===== config.mk =====
export PLATFORM = sky130hd
export DESIGN_NAME = brci_top
export DESIGN_NICKNAME = d
export VERILOG_FILES = /design/src/brci_pkg.sv /design/src/brci_strm_if.sv /design/src/brci_fifo.sv /design/src/brci_comp.sv /design/src/brci_top.sv
export SDC_FILE = /design/constraint.sdc
export NUM_CORES = 1
export LEC_CHECK = 0
export BUFFER_PORTS_ARGS = -buffer_cell sky130_fd_sc_hd__buf_2
export CAP_MARGIN = 20
export CORE_ASPECT_RATIO = 2
export CORE_MARGIN = 3
export CORE_UTILIZATION = 34
export DETAILED_ROUTE_END_ITERATION = 16
export GPL_ROUTABILITY_DRIVEN = 0
export PLACE_DENSITY = 0.56
export REMOVE_ABC_BUFFERS = 1
export SLEW_MARGIN = 5
export SYNTH_ARGS = -nofsm -noshare
export SYNTH_HDL_FRONTEND = slang
export SYNTH_HIERARCHICAL = 1
export SYNTH_SLANG_ARGS = --single-unit

===== constraint.sdc =====
create_clock -name CLK -period 3 [get_ports CLK]
set_clock_uncertainty 0.15 [all_clocks]
set_input_delay 0.45 -clock CLK [delete_from_list [all_inputs] [get_ports CLK]]
set_output_delay 0.45 -clock CLK [all_outputs]
set_load 0.1 [all_outputs]

===== src/brci_pkg.sv =====
// Shared constants and types for the barometer command and readout logic.
package brci_pkg;

    // Bus identity and register map.
    localparam logic [6:0] DEV_ADDR = 7'h6D;
    localparam logic [7:0] REG_RESULT = 8'h06;
    localparam logic [7:0] REG_MEASURE = 8'h30;
    localparam logic [7:0] CMD_MEASURE = 8'h0A;

    // Byte framing on the serial link.
    localparam logic [3:0] BIT_ZERO = 4'h0;
    localparam logic [3:0] BIT_LAST = 4'h7;
    localparam logic [3:0] BIT_FULL = 4'h8;
    localparam int PKT_W = 40;
    localparam int RX_W = 9;
    localparam int FIFO_DEPTH = 32;

    // Reset values of the stored results.
    localparam logic [23:0] PRES_RST = 24'h00_0000;
    localparam logic [15:0] TEMP_RST = 16'h0000;
    localparam logic [39:0] PKT_RST = 40'h00_0000_0000;

    // Conversion timing: the whole cycle, temperature then pressure.
    localparam int CLK_HZ = 10_000_000;
    localparam int CONV_TIME_US = 5000;
    localparam int CONV_CYCLES_DEF = CONV_TIME_US * (CLK_HZ / 1_000_000);

    typedef enum logic [2:0] {
        LK_IDLE = 3'h0,
        LK_ADDR = 3'h1,
        LK_ADDR_ACK = 3'h3,
        LK_RX = 3'h2,
        LK_RX_ACK = 3'h6,
        LK_TX = 3'h7,
        LK_TX_ACK = 3'h5
    } brci_link_t;

    typedef enum logic [1:0] {
        MS_SLEEP = 2'h0,
        MS_TEMP = 2'h1,
        MS_PRES = 2'h3,
        MS_COMP = 2'h2
    } brci_meas_t;

endpackage


===== src/brci_strm_if.sv =====
// Valid and ready stream carrier between the block's own modules.
interface brci_strm_if #(
    parameter int W = 9
);
    logic valid;
    logic ready;
    logic [W-1:0] data;

    modport src(output valid, output data, input ready);
    modport snk(input valid, input data, output ready);
endinterface


===== src/brci_fifo.sv =====
// Flip-flop FIFO with valid and ready on both sides.
module brci_fifo #(
    parameter int W = 9,
    parameter int DEPTH = 32
) (
    input wire logic clk,
    input wire logic rst,
    brci_strm_if.snk wr,
    brci_strm_if.src rd
);
    localparam int AW = $clog2(DEPTH);
    localparam logic [AW:0] CNT_FULL = (AW + 1)'(DEPTH);
    localparam logic [AW:0] CNT_ONE = (AW + 1)'(1);
    localparam logic [AW-1:0] PTR_ONE = AW'(1);

    logic [W-1:0] mem_q [DEPTH];
    logic [AW-1:0] wp_q;
    logic [AW-1:0] rp_q;
    logic [AW:0] cnt_q;
    logic push;
    logic pop;

    assign wr.ready = (cnt_q != CNT_FULL);
    assign rd.valid = (cnt_q != '0);
    assign rd.data = mem_q[rp_q];
    assign push = wr.valid && wr.ready;
    assign pop = rd.valid && rd.ready;

    always_ff @(posedge clk)
    begin
        if (push)
        begin
            mem_q[wp_q] <= wr.data;
        end
    end

    always_ff @(posedge clk)
    begin
        if (rst)
        begin
            wp_q <= '0;
            rp_q <= '0;
            cnt_q <= '0;
        end
        else
        begin
            if (push)
            begin
                wp_q <= wp_q + PTR_ONE;
            end
            if (pop)
            begin
                rp_q <= rp_q + PTR_ONE;
            end
            if (push && !pop)
            begin
                cnt_q <= cnt_q + CNT_ONE;
            end
            else if (pop && !push)
            begin
                cnt_q <= cnt_q - CNT_ONE;
            end
        end
    end
endmodule


===== src/brci_comp.sv =====
// Compensation stage: trims raw conversion words into final result values.
module brci_comp #(
    parameter logic [23:0] P_TRIM = 24'h00_0000,
    parameter logic [15:0] T_TRIM = 16'h0000
) (
    input wire logic clk,
    input wire logic rst,
    input wire logic start,
    input wire logic [23:0] raw_p,
    input wire logic [15:0] raw_t,
    output logic valid,
    output logic [23:0] comp_p,
    output logic [15:0] comp_t
);
    // The trim is a plain offset; wrap-around is the caller's concern.
    always_ff @(posedge clk)
    begin
        if (rst)
        begin
            valid <= 1'b0;
            comp_p <= 24'h00_0000;
            comp_t <= 16'h0000;
        end
        else
        begin
            valid <= start;
            if (start)
            begin
                comp_p <= raw_p + P_TRIM;
                comp_t <= 16'($signed(raw_t) + $signed(T_TRIM));
            end
        end
    end
endmodule


===== src/brci_top.sv =====
// Two-wire slave command decoder, measurement sequencer and result readout.
module brci_top
    import brci_pkg::*;
#(
    parameter int CONV_CYCLES = CONV_CYCLES_DEF
) (
    input wire logic CLK,
    input wire logic RESET,
    input wire logic SCL_IN,
    input wire logic SDA_IN,
    output logic SDA_OUT,
    output logic SDA_OE_N,
    input wire logic [15:0] RAW_TEMP,
    input wire logic [23:0] RAW_PRES,
    output logic TEMP_CONV_EN,
    output logic PRES_CONV_EN,
    output logic AWAKE
);
    localparam int HALF_CYCLES = (CONV_CYCLES / 2 < 1) ? 1 : CONV_CYCLES / 2;
    localparam logic [31:0] PHASE_LAST = 32'(HALF_CYCLES - 1);
    localparam logic [31:0] CNT_ONE = 32'h0000_0001;
    localparam logic [3:0] BIT_ONE = 4'h1;

    // Link edge detection.
    logic scl_prev_q;
    logic sda_prev_q;
    logic scl_rise;
    logic scl_fall;
    logic start_seen;
    logic stop_seen;

    // Link state.
    brci_link_t lk_q;
    logic [3:0] bit_q;
    logic [7:0] rx_q;
    logic rw_q;
    logic oe_n_q;
    logic [PKT_W-1:0] tx_q;
    logic first_q;
    logic push_q;
    logic [RX_W-1:0] push_data_q;
    logic acc_q;
    logic addr_hit;
    logic [7:0] rx_byte;

    // Command decode and measurement.
    logic [7:0] ptr_q;
    logic req_q;
    brci_meas_t ms_q;
    logic [31:0] cnt_q;
    logic [15:0] raw_t_q;
    logic [23:0] raw_p_q;
    logic comp_go_q;
    logic comp_valid;
    logic [23:0] comp_p;
    logic [15:0] comp_t;
    logic [23:0] res_p_q;
    logic [15:0] res_t_q;
    logic temp_en_q;
    logic pres_en_q;
    logic awake_q;

    brci_strm_if #(.W(RX_W)) rx_in ();
    brci_strm_if #(.W(RX_W)) rx_out ();

    function automatic logic is_measure(input logic [7:0] ptr, input logic [7:0] cmd);
        is_measure = (ptr == REG_MEASURE) && (cmd == CMD_MEASURE);
    endfunction

    // Wire order of the result packet, first byte sent in the top bits.
    function automatic logic [PKT_W-1:0] pack(input logic [23:0] p, input logic [15:0] t);
        pack = {p[7:0], p[15:8], p[23:16], t[15:8], t[7:0]};
    endfunction

    assign scl_rise = SCL_IN && !scl_prev_q;
    assign scl_fall = !SCL_IN && scl_prev_q;
    assign start_seen = SCL_IN && scl_prev_q && sda_prev_q && !SDA_IN;
    assign stop_seen = SCL_IN && scl_prev_q && !sda_prev_q && SDA_IN;
    assign addr_hit = (rx_q[7:1] == DEV_ADDR);
    assign rx_byte = {rx_q[6:0], SDA_IN};

    always_ff @(posedge CLK)
    begin
        if (RESET)
        begin
            scl_prev_q <= 1'b1;
            sda_prev_q <= 1'b1;
        end
        else
        begin
            scl_prev_q <= SCL_IN;
            sda_prev_q <= SDA_IN;
        end
    end

    // Bit-level link sequencer; SDA changes only after SCL has fallen.
    always_ff @(posedge CLK)
    begin
        if (RESET)
        begin
            lk_q <= LK_IDLE;
            bit_q <= BIT_ZERO;
            rx_q <= 8'h00;
            rw_q <= 1'b0;
            oe_n_q <= 1'b1;
        end
        else if (start_seen)
        begin
            lk_q <= LK_ADDR;
            bit_q <= BIT_ZERO;
            oe_n_q <= 1'b1;
        end
        else if (stop_seen)
        begin
            lk_q <= LK_IDLE;
            oe_n_q <= 1'b1;
        end
        else
        begin
            case (lk_q)
                LK_ADDR:
                begin
                    if (scl_rise && bit_q != BIT_FULL)
                    begin
                        rx_q <= rx_byte;
                        bit_q <= bit_q + BIT_ONE;
                    end
                    else if (scl_fall && bit_q == BIT_FULL)
                    begin
                        bit_q <= BIT_ZERO;
                        if (addr_hit)
                        begin
                            lk_q <= LK_ADDR_ACK;
                            rw_q <= rx_q[0];
                            oe_n_q <= 1'b0;
                        end
                        else
                        begin
                            lk_q <= LK_IDLE;
                        end
                    end
                end
                LK_ADDR_ACK:
                begin
                    if (scl_fall)
                    begin
                        bit_q <= BIT_ZERO;
                        if (rw_q)
                        begin
                            lk_q <= LK_TX;
                            oe_n_q <= tx_q[PKT_W-1];
                        end
                        else
                        begin
                            lk_q <= LK_RX;
                            oe_n_q <= 1'b1;
                        end
                    end
                end
                LK_RX:
                begin
                    if (scl_rise && bit_q != BIT_FULL)
                    begin
                        rx_q <= rx_byte;
                        bit_q <= bit_q + BIT_ONE;
                    end
                    else if (scl_fall && bit_q == BIT_FULL)
                    begin
                        // A byte that found the queue full is refused with NACK.
                        lk_q <= LK_RX_ACK;
                        oe_n_q <= !acc_q;
                        bit_q <= BIT_ZERO;
                    end
                end
                LK_RX_ACK:
                begin
                    if (scl_fall)
                    begin
                        lk_q <= LK_RX;
                        oe_n_q <= 1'b1;
                    end
                end
                LK_TX:
                begin
                    if (scl_rise && bit_q != BIT_FULL)
                    begin
                        bit_q <= bit_q + BIT_ONE;
                    end
                    else if (scl_fall && bit_q == BIT_FULL)
                    begin
                        lk_q <= LK_TX_ACK;
                        oe_n_q <= 1'b1;
                        bit_q <= BIT_ZERO;
                    end
                    else if (scl_fall)
                    begin
                        oe_n_q <= tx_q[PKT_W-1];
                    end
                end
                LK_TX_ACK:
                begin
                    if (scl_rise && SDA_IN)
                    begin
                        lk_q <= LK_IDLE;
                    end
                    else if (scl_fall)
                    begin
                        lk_q <= LK_TX;
                        oe_n_q <= tx_q[PKT_W-1];
                    end
                end
                default:
                begin
                    oe_n_q <= 1'b1;
                end
            endcase
        end
    end

    // The packet is frozen when the read address is taken, so a result that
    // lands mid-transfer never mixes with the bytes already on the wire.
    always_ff @(posedge CLK)
    begin
        if (RESET)
        begin
            tx_q <= PKT_RST;
        end
        else if (lk_q == LK_ADDR && scl_fall && bit_q == BIT_FULL && addr_hit && rx_q[0])
        begin
            tx_q <= pack(res_p_q, res_t_q);
        end
        else if (lk_q == LK_TX && scl_rise && bit_q != BIT_FULL)
        begin
            tx_q <= {tx_q[PKT_W-2:0], 1'b0};
        end
    end

    // Received write bytes enter the queue tagged with a first-byte mark.
    always_ff @(posedge CLK)
    begin
        if (RESET)
        begin
            first_q <= 1'b0;
            push_q <= 1'b0;
            push_data_q <= '0;
            acc_q <= 1'b0;
        end
        else
        begin
            push_q <= 1'b0;
            if (lk_q == LK_ADDR && scl_fall && bit_q == BIT_FULL && addr_hit && !rx_q[0])
            begin
                first_q <= 1'b1;
            end
            if (lk_q == LK_RX && scl_rise && bit_q == BIT_LAST)
            begin
                push_q <= 1'b1;
                push_data_q <= {first_q, rx_byte};
            end
            if (push_q)
            begin
                acc_q <= rx_in.ready;
                if (rx_in.ready)
                begin
                    first_q <= 1'b0;
                end
            end
        end
    end

    assign rx_in.valid = push_q;
    assign rx_in.data = push_data_q;

    brci_fifo #(
        .W(RX_W),
        .DEPTH(FIFO_DEPTH)
    ) u_fifo (
        .clk(CLK),
        .rst(RESET),
        .wr(rx_in.snk),
        .rd(rx_out.src)
    );

    // Commands drain only while asleep; during a conversion they wait queued.
    assign rx_out.ready = (ms_q == MS_SLEEP) && !req_q;

    always_ff @(posedge CLK)
    begin
        if (RESET)
        begin
            ptr_q <= REG_RESULT;
            req_q <= 1'b0;
        end
        else if (ms_q != MS_SLEEP)
        begin
            req_q <= 1'b0;
        end
        else if (rx_out.valid && rx_out.ready)
        begin
            if (rx_out.data[RX_W-1])
            begin
                ptr_q <= rx_out.data[7:0];
            end
            else if (is_measure(ptr_q, rx_out.data[7:0]))
            begin
                req_q <= 1'b1;
            end
        end
    end

    // Measurement sequencer; nothing on the read path reaches it.
    always_ff @(posedge CLK)
    begin
        if (RESET)
        begin
            ms_q <= MS_SLEEP;
            cnt_q <= '0;
            raw_t_q <= TEMP_RST;
            raw_p_q <= PRES_RST;
            comp_go_q <= 1'b0;
            temp_en_q <= 1'b0;
            pres_en_q <= 1'b0;
            awake_q <= 1'b0;
        end
        else
        begin
            comp_go_q <= 1'b0;
            case (ms_q)
                MS_SLEEP:
                begin
                    cnt_q <= '0;
                    if (req_q)
                    begin
                        ms_q <= MS_TEMP;
                        temp_en_q <= 1'b1;
                        awake_q <= 1'b1;
                    end
                end
                MS_TEMP:
                begin
                    if (cnt_q == PHASE_LAST)
                    begin
                        raw_t_q <= RAW_TEMP;
                        cnt_q <= '0;
                        ms_q <= MS_PRES;
                        temp_en_q <= 1'b0;
                        pres_en_q <= 1'b1;
                    end
                    else
                    begin
                        cnt_q <= cnt_q + CNT_ONE;
                    end
                end
                MS_PRES:
                begin
                    if (cnt_q == PHASE_LAST)
                    begin
                        raw_p_q <= RAW_PRES;
                        cnt_q <= '0;
                        ms_q <= MS_COMP;
                        pres_en_q <= 1'b0;
                        comp_go_q <= 1'b1;
                    end
                    else
                    begin
                        cnt_q <= cnt_q + CNT_ONE;
                    end
                end
                MS_COMP:
                begin
                    if (comp_valid)
                    begin
                        ms_q <= MS_SLEEP;
                        awake_q <= 1'b0;
                    end
                end
                default:
                begin
                    ms_q <= MS_SLEEP;
                    temp_en_q <= 1'b0;
                    pres_en_q <= 1'b0;
                    awake_q <= 1'b0;
                end
            endcase
        end
    end

    brci_comp u_comp (
        .clk(CLK),
        .rst(RESET),
        .start(comp_go_q),
        .raw_p(raw_p_q),
        .raw_t(raw_t_q),
        .valid(comp_valid),
        .comp_p(comp_p),
        .comp_t(comp_t)
    );

    // Results change in one step, only once compensation is done.
    always_ff @(posedge CLK)
    begin
        if (RESET)
        begin
            res_p_q <= PRES_RST;
            res_t_q <= TEMP_RST;
        end
        else if (comp_valid)
        begin
            res_p_q <= comp_p;
            res_t_q <= comp_t;
        end
    end

    always_ff @(posedge CLK)
    begin
        if (RESET)
        begin
            SDA_OUT <= 1'b0;
            SDA_OE_N <= 1'b1;
            TEMP_CONV_EN <= 1'b0;
            PRES_CONV_EN <= 1'b0;
            AWAKE <= 1'b0;
        end
        else
        begin
            SDA_OUT <= 1'b0;
            SDA_OE_N <= oe_n_q;
            TEMP_CONV_EN <= temp_en_q;
            PRES_CONV_EN <= pres_en_q;
            AWAKE <= awake_q;
        end
    end
endmodule


==> run_results.csv <==
group,metric,value,unit
timing,finalSetupTns,0,ns
setup_path,critPathMaxFanout,7,
timing,slew_headroom,0.285,
drt,drt_iter0_drc,567,
cells_and_area,multi_input_area,7860,um2
drt,firstDrtPassIters,5,
clocking,cts-root-buf,"clkbuf_16",
clocking,cts-buffers-inserted,48,
die,die_x,188,um
outcome,status,"completed",
global_route,grt_overflow,0,
place,dp.cells,2597,
clocking,cts_tree,"yes",
setup_path,end_kind,"flop",
setup_path,required,3.37,ns
timing,tightestPinTransition,1.07,ns
cells_and_area,fillerInstances,6211,
drt,final_antenna_net_count,0,
drt,wl_per_cell,18.9,um
setup_path,crit_path_start_kind,"flop",
setup_path,rr_worst_depth,9,
place,port-buffer-count,47,
worst_hold_path,whs_path_depth,3,
drt,num_vias,13800,
synth,yosys_register_bits,552,
drt,route.detailed.drc,0,
cells_and_area,final_cells,2728,
synth,seq_area_frac_synth,0.620,
setup_path,worstSetupPathType,"reg2reg",
synth,syn_area,22500,um2
timing,final.period_utilization,0.970,
synth,yosys_warnings,6,
cells_and_area,regArea,13900,um2
clocking,clockBufferDepth,3,
die,floorplan.initialDensity,0.345,
synth,async_reset_ff_frac,0,
setup_path,cp.arrival,3.28,ns
timing,setup_ws,0.0912,ns
worst_hold_path,min_from,"SDA_IN",
global_route,grt_max_degree,141,
global_route,grt_pass1_wl,80300,um
clocking,cts.clk_slew.worst_paths,0.07,ns
worst_hold_path,hold_class,"in2reg",
timing,hold_viol_final,0,
pwr,fin_total_pwr,16600,uW
synth,ys_types,88,
cells_and_area,diodes,0,
clocking,clock_sinks,552,
flow_run,maxCapViolations,0,
global_route,antenna_found_initial,0,
cells_and_area,drive_gt1_frac,0.152,
global_route,grt_usage,0.146,
synth,synth_edf_count,288,
setup_path,rr_startpoint,"u_fifo/cnt_q[4]$_SDFFE_PP0P_",
timing,setup_viol,0,
place,preCtsSetupSlack,0.0317,ns
synth,netlist_instances,1718,
setup_path,reg2reg_to,"u_fifo/cnt_q[5]$_SDFFE_PP0P_",
pwr,p_leak,0.00788,uW
die,dieArea,69400,um2
die,pin_count,49,
clocking,clk_latency,0.58,ns
timing,maxSlewViolCount,0,
die,rows,132,
cells_and_area,syn_to_final_growth,15.7,%
drt,via_per_inst,5.05,
timing,period_needed,2.91,ns
cells_and_area,fin_util,0.400,
synth,synth_flop_cell,"edfxtp_1",
clocking,cts_max_level,2,
synth,postSynthAreaPerCell,13.1,um2
pwr,ir_drop,0.497,mV
pwr,pwr_density_cell,639,nW/um2
setup_path,r2r_slack,0.09,ns
cells_and_area,final_nets,1877,
global_route,grt_pass1_vias,14200,
place,dp_hpwl,36500,um
timing,max_freq,0.344,GHz
die,core,65100,um2
drt,drt-total-wl,51600,um
timing,rsz0062_at_grt,"no",
die,die_y,370,um
worst_hold_path,min_to,"sda_prev_q$_SDFF_PP1_",
area by class of cell:
cell class	instances	area share
clock buffer	61	0.0512
tap	871	0.0419
inverter	21	0.00303
timing repair buffer	163	0.0528
multi-input combinational	1032	0.302
clock inverter	28	0.0129
sequential	552	0.536
sequential cells by signal, summed over array words and instances (netlist names), 2 cells and up, named ones only:
signal         count
bit_q              4
cnt_q             32
lk_q               3
ms_q               2
ptr_q              8
push_data_q        9
raw_p_q           24
raw_t_q           16
res_p_q           24
res_t_q           16
rx_q               8
tx_q              40
u_comp/comp_p     24
u_comp/comp_t     16
u_fifo/cnt_q       6
u_fifo/mem_q     288
u_fifo/rp_q        5
u_fifo/wp_q        5
report_power, final:
part / internal [uW] / leakage, uW / switching [uW]
Combinational: 884 / 0.00294 / 1090
Sequential: 7990 / 0.00412 / 118
Clock: 3770 / 0.000821 / 2780
critical path: stages (launching register included):
cell,delay [ns]
dfxtp_1,0.33
or4_4,0.60
o31a_1,0.28
ha_2,0.23
inv_2,0.13
ha_1,0.24
and3_2,0.23
a2111oi_0,0.41
o22ai_1,0.17
nand3_1,0.09
kinds of logic after synthesis:
| kind of cell | share of synthesized area |
|---|---|
| DFF | 0.620 |
| and+or+nand+nor | 0.104 |
| muxes | 0.142 |
| AOI/OAI and AO/OA | 0.0861 |
| buffers and inverters | 0.0325 |
| adders and majority gates | 0.00913 |
| xor gates and xnor gates | 0.00624 |
| other | 0.000167 |
metal layers:
metal / global-route usage / part of all wire
met5: 0 / 0
met4: 0.0729 / 0.051
met3: 0.0153 / 0.023
met2: 0.302 / 0.58
met1: 0.139 / 0.35
worst max-delay path by stage:
stage | startpoint | cells past startpoint | to
final | u_fifo/cnt_q[4]$_SDFFE_PP0P_ | 9 | u_fifo/cnt_q[5]$_SDFFE_PP0P_
after global routing | flop | 9 | req_q$_SDFFE_PP0P_
after CTS | u_fifo/cnt_q[4]$_SDFFE_PP0P_ | 9 | u_fifo/cnt_q[5]$_SDFFE_PP0P_
after detailed placement | u_fifo/cnt_q[4]$_SDFFE_PP0P_ | 9 | u_fifo/cnt_q[5]$_SDFFE_PP0P_
after global placement | flop | 9 | req_q$_SDFFE_PP0P_
after floorplan | flop | 9 | req_q$_SDFFE_PP0P_
through the flow:
stage / cell area, um2 / hold slack [ns]
4_1_cts: 25900 / 0.0186
5_1_grt: 26000 / 0.0408
2_1_floorplan: 21800 / 0.272
3_3_place_gp: 23800 / 0.301
3_5_place_dp: 23900 / 0.313
6_report: 26000 / 0.0520
cell usage in the layout (no fill, tap or decap), types with 8 or more instances in the layout:
| cell type | count |
|---|---|
| buf_12 | 11 |
| a22o_1 | 38 |
| nor3_1 | 12 |
| a31oi_1 | 19 |
| a21oi_1 | 34 |
| nand2b_1 | 12 |
| mux2i_1 | 238 |
| clkbuf_16 | 50 |
| xor2_1 | 11 |
| nor4_1 | 11 |
| nand2_1 | 53 |
| a221oi_1 | 8 |
| nand3b_1 | 8 |
| edfxtp_1 | 288 |
| nor2_1 | 232 |
| mux4_2 | 36 |
| nand4_1 | 13 |
| buf_4 | 62 |
| a211oi_1 | 39 |
| dfxtp_1 | 260 |
| clkinv_2 | 11 |
| o21ai_0 | 19 |
| inv_1 | 19 |
| a22oi_1 | 36 |
| dlygate4sd3_1 | 39 |
| nand3_1 | 51 |
| and3_1 | 10 |
| ha_1 | 13 |
| buf_2 | 47 |
| nor2b_1 | 13 |
what timing repair did:
item	CTS	global route
endpoints found under the setup margin	0	12
hold buffers	39	0
hold endpoints to repair	39	0
resized for setup	0	9
setup buffers	0	0
synthesized netlist by cell type (14+ instances only):
master      n  area share
edfxtp_1  288        0.38
a22o_1     38       0.015
mux2i_1   238        0.11
a211oi_1   39       0.013
dfxtp_1   264        0.24
ha_1       14      0.0078
o21ai_0    19      0.0042
nor2_1    232       0.039
buf_2      30      0.0067
a22oi_1    36       0.012
clkbuf_1   49      0.0082
nand2_1    53      0.0089
a21oi_1    34      0.0076
mux4_2     36       0.036
nand3_1    51       0.011
a31oi_1    19      0.0053
inv_1      20      0.0033
No activity file was read; power rests on OpenSTA's default activity.
